<file path="src/rtl/paged_access_consts.svh">
// Constants for the paged host access, reset and backplane block
// ==========================================================================
// Notes on behaviour
// - Region bit low loads the page select from data; index lines ignored.
// - Region bit high reads or writes one of sixteen registers in current page.
// - Selected page stays until the host writes a new one.
// - Pages 01-0C decode to control, status and signalling with fixed access.
// - Register 1FH of page 03H returns a fixed identity code.
// - Source-select bit low sends stream signalling; received signalling goes out on every used channel, forcing or not.
// - Only 24 channels used in T1, 30 in E1, of 32.
// - Reset comes from the pin or from the software reset bit.
// - Reset lasts one 125 us frame; control registers then read 00H.
// - After reset everything defaults off, masked, cleared, all-ones transmit.
// - Force-all-ones pin low sends all ones and floats the interrupt pin.
// - Bus style pin low selects data-strobe style, high selects read/write strobes.
`ifndef PAGED_ACCESS_CONSTS_SVH
`define PAGED_ACCESS_CONSTS_SVH

// ==========================================================================
// Page numbers
`define PG_MCTL_A      8'h01
`define PG_MCTL_B      8'h02
`define PG_MSTAT       8'h03
`define PG_STAT        8'h04
`define PG_TXSIG_A     8'h05
`define PG_TXSIG_B     8'h06
`define PG_TSCTL_A     8'h07
`define PG_TSCTL_B     8'h08
`define PG_RXSIG_A     8'h09
`define PG_RXSIG_B     8'h0a
`define PG_HDLC_A      8'h0b
`define PG_HDLC_B      8'h0c

// ==========================================================================
// Storage slots of writable pages
`define SLOT_COUNT     9
`define SLOT_TXSIG_A   4'h3
`define SLOT_TSCTL_A   4'h5

// ==========================================================================
// Register addresses and fields
`define ADDR_IDENTITY  5'h1f
`define ADDR_SWRST     5'h1a
`define ADDR_STATUS    5'h10
`define SWRST_BIT      0
`define MODE_E1_BIT    0
`define SIG_SRC_BIT    1
`define RESET_VALUE    8'h00
`define ALL_ONES       8'hff

// ==========================================================================
// Channel use and timing
`define T1_CHANNELS    24
`define RESET_TIME_NS  125000
`define CLK_PERIOD_NS  10

`endif

</file>
<file path="src/rtl/paged_access_pkg.sv">
// Types shared by the paged host access block
`default_nettype none
package paged_access_pkg;
    typedef enum logic {ST_RESET, ST_RUN} seq_state_t;
    typedef logic [7:0] byte_t;
endpackage : paged_access_pkg
`default_nettype wire

</file>
<file path="src/rtl/paged_control_access_reset.sv">
// Paged register access, reset sequencing and signalling stream steering
`timescale 1ns/1ps
`default_nettype none
`include "paged_access_consts.svh"

module paged_control_access_reset #(
    parameter int                  RESET_CYCLES = `RESET_TIME_NS / `CLK_PERIOD_NS,
    parameter paged_access_pkg::byte_t ID_CODE  = 8'h5a  // Arbitrary value
) (
    input  wire logic       ref_clk_i,
    input  wire logic       rst_i,
    input  wire logic       cs_n_i,
    input  wire logic       strobe_a_n_i,
    input  wire logic       strobe_b_i,
    input  wire logic [4:0] addr_i,
    input  wire logic [7:0] data_i,
    output logic      [7:0] data_o,
    output logic            data_oe_o,
    input  wire logic       bus_style_select_i,
    input  wire logic       force_all_ones_n_i,
    output logic            irq_n_o,
    output logic            irq_oe_o,
    output logic            reset_busy_o,
    input  wire logic       chan_valid_i,
    input  wire logic [4:0] chan_i,
    input  wire logic [3:0] signalling_stream_in_i,
    input  wire logic [3:0] rx_sig_i,
    input  wire logic [7:0] voice_stream_in_i,
    input  wire logic [7:0] rx_voice_i,
    output logic            chan_valid_o,
    output logic      [3:0] tx_sig_o,
    output logic      [3:0] signalling_stream_out_o,
    output logic      [7:0] tx_voice_o,
    output logic      [7:0] voice_stream_out_o
);

    // ======================================================================
    // Elaboration checks
    generate
        if (RESET_CYCLES < 1 || RESET_CYCLES > 65535)
        begin : g_bad_reset
            $error("RESET_CYCLES out of range");
        end
    endgenerate

    // ======================================================================
    // Decoding functions
    // Maps a writable page to its storage slot
    function automatic logic [4:0] page_slot(input logic [7:0] pg);
        logic [4:0] r;
        r = 5'h10;
        if (pg == `PG_MCTL_A) r = 5'h00;
        else if (pg == `PG_MCTL_B) r = 5'h01;
        else if (pg == `PG_STAT) r = 5'h02;
        else if (pg == `PG_TXSIG_A) r = 5'h03;
        else if (pg == `PG_TXSIG_B) r = 5'h04;
        else if (pg == `PG_TSCTL_A) r = 5'h05;
        else if (pg == `PG_TSCTL_B) r = 5'h06;
        else if (pg == `PG_HDLC_A) r = 5'h07;
        else if (pg == `PG_HDLC_B) r = 5'h08;
        return r;
    endfunction : page_slot

    // T1 takes the low 24 channels; E1 skips framing and signalling slots
    function automatic logic chan_used(input logic [4:0] ch, input logic e1);
        if (e1)
            return (ch != 5'd0) && (ch != 5'd16);
        else
            return ch < 5'(`T1_CHANNELS);
    endfunction : chan_used

    // ======================================================================
    // Pin synchronisers: three stages, change counts when stages 2 and 3 agree
    logic [3:0] s1_r, s2_r, s3_r, pin_r;
    logic [3:0] pin_nxt;
    always_comb
    begin
        for (int i = 0; i < 4; i++)
            pin_nxt[i] = (s2_r[i] == s3_r[i]) ? s3_r[i] : pin_r[i];
    end
    always_ff @(posedge ref_clk_i)
    begin
        if (rst_i)
        begin
            s1_r  <= 4'hf;
            s2_r  <= 4'hf;
            s3_r  <= 4'hf;
            pin_r <= 4'hf;
        end
        else
        begin
            s1_r  <= {force_all_ones_n_i, strobe_b_i, strobe_a_n_i, cs_n_i};
            s2_r  <= s1_r;
            s3_r  <= s2_r;
            pin_r <= pin_nxt;
        end
    end

    // Strobe decode by bus style
    logic sel, rd_act, wr_act, forced;
    assign sel    = !pin_r[0] && !pin_r[1];
    assign rd_act = bus_style_select_i ? sel : (sel && pin_r[2]);
    assign wr_act = bus_style_select_i ? (!pin_r[0] && !pin_r[2])
                                       : (sel && !pin_r[2]);
    assign forced = !pin_r[3];

    // ======================================================================
    // Host access, page store and reset sequencer
    paged_access_pkg::seq_state_t st_r, st_nxt;
    logic [15:0] cnt_r, cnt_nxt;
    logic [7:0]  page_r, page_nxt, dout_r, dout_nxt;
    logic [7:0]  mem_r [0:`SLOT_COUNT-1][0:15];
    logic [7:0]  mem_nxt [0:`SLOT_COUNT-1][0:15];
    logic [3:0]  rxm_r [0:31];
    logic [3:0]  rxm_nxt [0:31];
    logic        acc_prev_r, oe_r, oe_nxt, start, run, e1;
    logic [4:0]  slot;
    logic [3:0]  idx;
    assign run   = (st_r == paged_access_pkg::ST_RUN);
    assign start = (rd_act || wr_act) && !acc_prev_r && run;
    assign slot  = page_slot(page_r);
    assign idx   = addr_i[3:0];
    assign e1    = mem_r[0][0][`MODE_E1_BIT];
    // Next state of registers, read data and reset counter
    always_comb
    begin
        st_nxt   = st_r;
        cnt_nxt  = cnt_r;
        page_nxt = page_r;
        dout_nxt = dout_r;
        oe_nxt   = rd_act && run;
        mem_nxt  = mem_r;
        rxm_nxt  = rxm_r;
        if (chan_valid_i && chan_used(chan_i, e1) && run)
            rxm_nxt[chan_i] = rx_sig_i;
        if (!run)
        begin
            // Control registers stay cleared for the whole frame
            cnt_nxt  = cnt_r + 16'd1;
            page_nxt = `RESET_VALUE;
            for (int s = 0; s < `SLOT_COUNT; s++)
                for (int k = 0; k < 16; k++)
                    mem_nxt[s][k] = `RESET_VALUE;
            for (int k = 0; k < 32; k++)
                rxm_nxt[k] = 4'h0;
            if (cnt_r >= 16'(RESET_CYCLES - 1))
                st_nxt = paged_access_pkg::ST_RUN;
        end
        else if (start && wr_act)
        begin
            if (!addr_i[4])
                page_nxt = data_i;
            else if (page_r == `PG_MCTL_A && addr_i == `ADDR_SWRST
                     && data_i[`SWRST_BIT])
            begin
                st_nxt  = paged_access_pkg::ST_RESET;
                cnt_nxt = 16'd0;
            end
            else if (!slot[4])
                mem_nxt[slot[3:0]][idx] = data_i;
        end
        else if (start && rd_act)
        begin
            dout_nxt = 8'h00;
            if (!addr_i[4])
                dout_nxt = 8'h00;
            else if (page_r == `PG_MSTAT && addr_i == `ADDR_IDENTITY)
                dout_nxt = ID_CODE;
            else if (page_r == `PG_MSTAT && addr_i == `ADDR_STATUS)
                dout_nxt = {6'h00, e1, forced};
            else if (page_r == `PG_RXSIG_A)
                dout_nxt = {4'h0, rxm_r[{1'b0, idx}]};
            else if (page_r == `PG_RXSIG_B)
                dout_nxt = {4'h0, rxm_r[{1'b1, idx}]};
            else if (!slot[4])
                dout_nxt = mem_r[slot[3:0]][idx];
        end
    end

    // Registers of the host side; pin reset restarts the frame-long sequence
    always_ff @(posedge ref_clk_i)
    begin
        if (rst_i)
        begin
            st_r       <= paged_access_pkg::ST_RESET;
            cnt_r      <= 16'd0;
            page_r     <= `RESET_VALUE;
            dout_r     <= 8'h00;
            oe_r       <= 1'b0;
            acc_prev_r <= 1'b0;
            for (int s = 0; s < `SLOT_COUNT; s++)
                for (int k = 0; k < 16; k++)
                    mem_r[s][k] <= `RESET_VALUE;
            for (int k = 0; k < 32; k++)
                rxm_r[k] <= 4'h0;
        end
        else
        begin
            st_r       <= st_nxt;
            cnt_r      <= cnt_nxt;
            page_r     <= page_nxt;
            dout_r     <= dout_nxt;
            oe_r       <= oe_nxt;
            acc_prev_r <= rd_act || wr_act;
            mem_r      <= mem_nxt;
            rxm_r      <= rxm_nxt;
        end
    end

    // ======================================================================
    // Backplane steering; all-ones covers reset and idle channels, and forcing on the transmit side only
    logic [3:0] tsig_nxt, osig_nxt;
    logic [7:0] tv_nxt, ov_nxt, tsctl, txreg;
    logic       use_ch;
    always_comb
    begin
        use_ch   = chan_used(chan_i, e1);
        tsctl    = mem_r[`SLOT_TSCTL_A + 4'(chan_i[4])][chan_i[3:0]];
        txreg    = mem_r[`SLOT_TXSIG_A + 4'(chan_i[4])][chan_i[3:0]];
        tsig_nxt = 4'hf;
        osig_nxt = 4'hf;
        tv_nxt   = `ALL_ONES;
        ov_nxt   = `ALL_ONES;
        if (use_ch && run && !forced)
        begin
            tsig_nxt = tsctl[`SIG_SRC_BIT] ? txreg[3:0]
                                           : signalling_stream_in_i;
            tv_nxt   = voice_stream_in_i;
        end
        if (use_ch && run)
        begin
            osig_nxt = rx_sig_i;
            ov_nxt   = rx_voice_i;
        end
    end

    // Output registers; interrupt pin floats while forcing all ones
    always_ff @(posedge ref_clk_i)
    begin
        if (rst_i)
        begin
            chan_valid_o            <= 1'b0;
            tx_sig_o                <= 4'hf;
            signalling_stream_out_o <= 4'hf;
            tx_voice_o              <= `ALL_ONES;
            voice_stream_out_o      <= `ALL_ONES;
            irq_n_o                 <= 1'b1;
            irq_oe_o                <= 1'b0;
            reset_busy_o            <= 1'b1;
        end
        else
        begin
            chan_valid_o            <= chan_valid_i;
            tx_sig_o                <= tsig_nxt;
            signalling_stream_out_o <= osig_nxt;
            tx_voice_o              <= tv_nxt;
            voice_stream_out_o      <= ov_nxt;
            irq_n_o                 <= 1'b1;
            irq_oe_o                <= !forced;
            reset_busy_o            <= !run;
        end
    end
    assign data_o    = dout_r;
    assign data_oe_o = oe_r;
endmodule : paged_control_access_reset
`default_nettype wire

</file>
<file path="config.mk">
export PLATFORM = sky130hd
export DESIGN_NAME = paged_control_access_reset
export DESIGN_NICKNAME = d
export VERILOG_FILES = /design/src/rtl/paged_access_pkg.sv /design/src/rtl/paged_control_access_reset.sv
export VERILOG_INCLUDE_DIRS = /design/src /design/src/rtl
export SDC_FILE = /design/constraint.sdc
export NUM_CORES = 2
export LEC_CHECK = 0
export ABC_CLOCK_PERIOD_IN_PS = 2890
export BUFFER_PORTS_ARGS = -buffer_cell sky130_fd_sc_hd__buf_2
export CAP_MARGIN = 0
export CELL_PAD_IN_SITES_DETAIL_PLACEMENT = 0
export CELL_PAD_IN_SITES_GLOBAL_PLACEMENT = 1
export CORE_ASPECT_RATIO = 1.5
export CORE_UTILIZATION = 44
export CTS_BUF_LIST = sky130_fd_sc_hd__clkbuf_4 sky130_fd_sc_hd__clkbuf_8
export DETAILED_ROUTE_END_ITERATION = 10
export PLACE_DENSITY_LB_ADDON = 0.1
export SETUP_SLACK_MARGIN = 0.3
export SLEW_MARGIN = 20
export SYNTH_ARGS = -nofsm -noshare
export SYNTH_HDL_FRONTEND = slang
export SYNTH_SLANG_ARGS = --single-unit
</file>
<file path="constraint.sdc">
create_clock -name ref_clk_i -period 2.89 [get_ports ref_clk_i]
set_input_delay 0 -clock ref_clk_i [delete_from_list [all_inputs] [get_ports ref_clk_i]]
set_output_delay 0 -clock ref_clk_i [all_outputs]
set_load 0.05 [all_outputs]
</file>
==> metrics.md <==
| Metric | Value |
|---|---|
| Clock Latency Late Sink | 1.04 ns |
| Mapped Cells | 8,089 |
| Maximum Capacitance Violations | 0 |
| Total core area | 138,000 µm² |
| P per Cell Area | 476 nW/µm² |
| Non-Filler Instances | 10,862 |
| Htree depth | 4 |
| RSZ-0062 raised after global routing | yes |
| Period minus WS final | 3.51 ns |
| Placed Cells | 10,236 |
| GR Util All Layers | 0.443 |
| Site Rows | 167 |
| Slew Limit Fails | 0 |
| Post-DP HPWL | 221,000 µm |
| First-pass GRT wire length | 451,000 µm |
| GP Congestion | 1.05 |
| Pleak | 26.0 nW |
| Syn avg cell area | 7.55 µm² |
| Clock skew | 0.0370 ns |
| Tot Pwr | 0.0384 W |
| Crit path launch type | flip-flop |
| Post-Layout Inst Area | 80,700 µm² |
| Max clock buf depth | 3 |
| Vias per cell | 6.12 |
| Share of cells above drive strength 1 | 0.249 |
| Overall die height | 458 µm |
| DR WL met3 | 31,000 µm |
| Setup crit end kind | flip-flop |
| CP arrival | 4.41 ns |
| Num CTS Buffers | 209 |
| Min-Delay Path Class | primary input to flip-flop |
| Largest net degree at the start of global routing | 148 |
| Sequential share of the synthesized area | 0.445 |
| Place WS | -1.14 ns |
| Post-Syn Nets | 8,140 |
| GRT Residual Overflow | 0 |
| Clock Root Buffer | clkbuf_8 |
| Fin crit share | 1.22 |
| Clk sinks | 1,358 |
| FFs w/ async S/R, synth | 0 |
| Main flop type after synthesis | dfxtp_1 |
| Metal2 WL | 145,000 µm |
| CTS tree | done |
| Netlist area before placement | 61,100 µm² |
| Clock-pin slew on the worst setup and hold paths | 0.07 ns |
| Outcome | finished, violations left |
| Final Hold Vio Count | 0 |
| Worst Max-Slew Pin Slew | 0.957 ns |
| Initial antenna violation count | 26 |
| Violated checks | setup timing |
| # DRC | 0 |
| Critical Path Fanout Max | 11 |
| Placed cell area | 70,300 µm² |
| Yosys Warn Count | 0 |
| Synthesized flop and latch total | 1,358 |
| Max VDD drop | 0.000526 V |
| DR WL/cell | 29.7 µm |
| Setup WS post-layout | -0.625 ns |
| Crit path required time | 3.79 ns |
| Met1 WL | 113,000 µm |
| Post-synth cell types | 90 |
| Initial DRC count | 7,897 |
| Width of the die | 306 µm |
| Max layer used | met5 |
| Setup Viol. Count Final | 1,051 |
| Nets | 8,961 |
| Port bufs | 85 |
| Area growth syn-to-layout | 32.1% |
| Die Footprint | 140,000 µm² |
| Final core utilization | 0.585 |
| Via count | 66,425 |
| Final ANT Viol Nets | 0 |
| Slew headroom | 0.362 |
| Vias in the first global route | 62,367 |
| Initial Util | 0.443 |
| Fmax | 285 MHz |
| Drt pass-1 iters | 8 |
| I/O pins | 87 |
| Crit Path Class | flip-flop to flip-flop |
| EDFF count, synth | 0 |
| Drt total wl | 322,000 µm |
[layer usage]
layer / vias up / global-route usage
li1: 29464 / -
met1: 31709 / 0.508
met2: 3907 / 0.696
met3: 1319 / 0.100
met4: 26 / 0.385
met5: - / 0
[critical path: stages, from the launching register on]
cell       delay, ns
dfxtp_2         0.33
or4_4           0.59
buf_4           0.18
a211o_2         0.30
buf_4           0.22
buf_12          0.18
a21oi_1         0.13
a221o_1         0.30
a21oi_2         0.09
nor4_2          0.45
buf_4           0.21
a2111oi_4       0.05
buf_4           0.18
nand4_1         0.10
a221oi_2        0.07
[cells in the mapped netlist, types with 12 or more instances]
cell | n | share of area
a2111oi_0 | 12 | 0.0017
a211oi_1 | 37 | 0.0045
a21oi_1 | 1304 | 0.11
a311oi_1 | 47 | 0.0067
a31o_2 | 12 | 0.0017
a31oi_1 | 65 | 0.0067
and2_1 | 12 | 0.0012
and3_1 | 75 | 0.0077
buf_1 | 39 | 0.0024
buf_2 | 108 | 0.0088
buf_4 | 24 | 0.0029
buf_6 | 17 | 0.0031
clkbuf_1 | 459 | 0.028
dfxtp_1 | 1358 | 0.44
inv_1 | 13 | 0.00080
mux2_2 | 44 | 0.0081
mux2i_1 | 141 | 0.023
mux4_2 | 90 | 0.033
nand2_1 | 2780 | 0.17
nand2b_1 | 30 | 0.0031
nand3_1 | 238 | 0.019
nand4_1 | 25 | 0.0026
nor2_1 | 379 | 0.023
nor2b_1 | 12 | 0.0012
nor3_1 | 34 | 0.0028
nor4_1 | 31 | 0.0032
o2111ai_1 | 26 | 0.0037
o21ai_0 | 325 | 0.027
o221a_2 | 30 | 0.0055
o221ai_1 | 45 | 0.0065
o22a_1 | 18 | 0.0026
o22ai_1 | 41 | 0.0042
or2_2 | 17 | 0.0017
[sequential cells by signal, summed over array words and instances, names as in the netlist, 4 cells and up]
signal / flops
signalling_stream_out_o: 4
s1_r: 4
rxm_r: 128
s3_r: 4
cnt_r: 16
pin_r: 4
tx_sig_o: 4
data_o: 8
page_r: 8
s2_r: 4
tx_voice_o: 8
mem_r: 1151
voice_stream_out_o: 8
[logic make-up after synthesis]
logic type,after synthesis,synth area share
AOI/OAI and AO/OA,2091,0.197
other,1,0.0000614
DFF,1358,0.445
buffers and inverters,660,0.0463
muxes,277,0.0648
xor gates and xnor gates,4,0.000573
and+or+nand+nor,3697,0.246
adders and majority gates,1,0.000205
[path summary, 6_finish.rpt]
| path | from | endpoint | slack, ns | cells after the start |
|---|---|---|---|---|
| max | page_r[7] | data_o[4] | -0.62 | 14 |
| min | data_i[1] | mem_r[73] | 0.03 | 4 |
| max reg2reg | page_r[7] | data_o[4] | -0.62 | 14 |
| min reg2reg | s1_r[1] | s2_r[1] | 0.41 | 1 |
[power breakdown]
group	leakage, nW	switching (W)	total, W	internal, W
sequential	10.9	0.00000740	0.0187	0.0187
clock	2.48	0.00833	0.0182	0.00984
combinational	12.6	0.00107	0.00154	0.000470
[stage by stage]
stage               hold slack, ns  setup TNS (ns)
floorplan                    0.101               0
global placement             0.179         -279.12
detailed placement           0.182         -274.99
CTS                        0.00851          -30.07
global route                0.0783         -170.95
finish                      0.0317          -91.55
[layout by cell type, fill, tap and decap left out, types with 86 or more instances in the layout]
cell type	count
a21oi_2	107
a21oi_1	1196
nand2_1	2705
nand3_1	218
buf_6	125
clkbuf_8	267
nor2_1	281
dlygate4sd3_1	86
buf_12	163
mux2i_1	138
buf_4	769
mux4_2	90
dfxtp_1	1351
o21ai_0	261
[timing repair]
action | CTS | global route
gates resized for setup | 326 | 448
pin swaps | 111 | 149
setup buffers | 88 | 38
setup endpoints to repair | 1185 | 1210
hold buffers | 87 | 0
gates cloned | 13 | 11
hold endpoints to repair | 1348 | 0
[final cells by class]
class / count / area (µm²)
Clock buffer: 337 / 4200
Tap cell: 1774 / 2220
Antenna cell: 8 / 20.0
Sequential cell: 1358 / 27200
Timing Repair Buffer: 1257 / 12600
Inverter: 13 / 48.8
Fill cell: 12856 / 57200
Clock inverter: 44 / 477
Multi-Input combinational cell: 6071 / 33900
(Power assumes the default switching activity.)
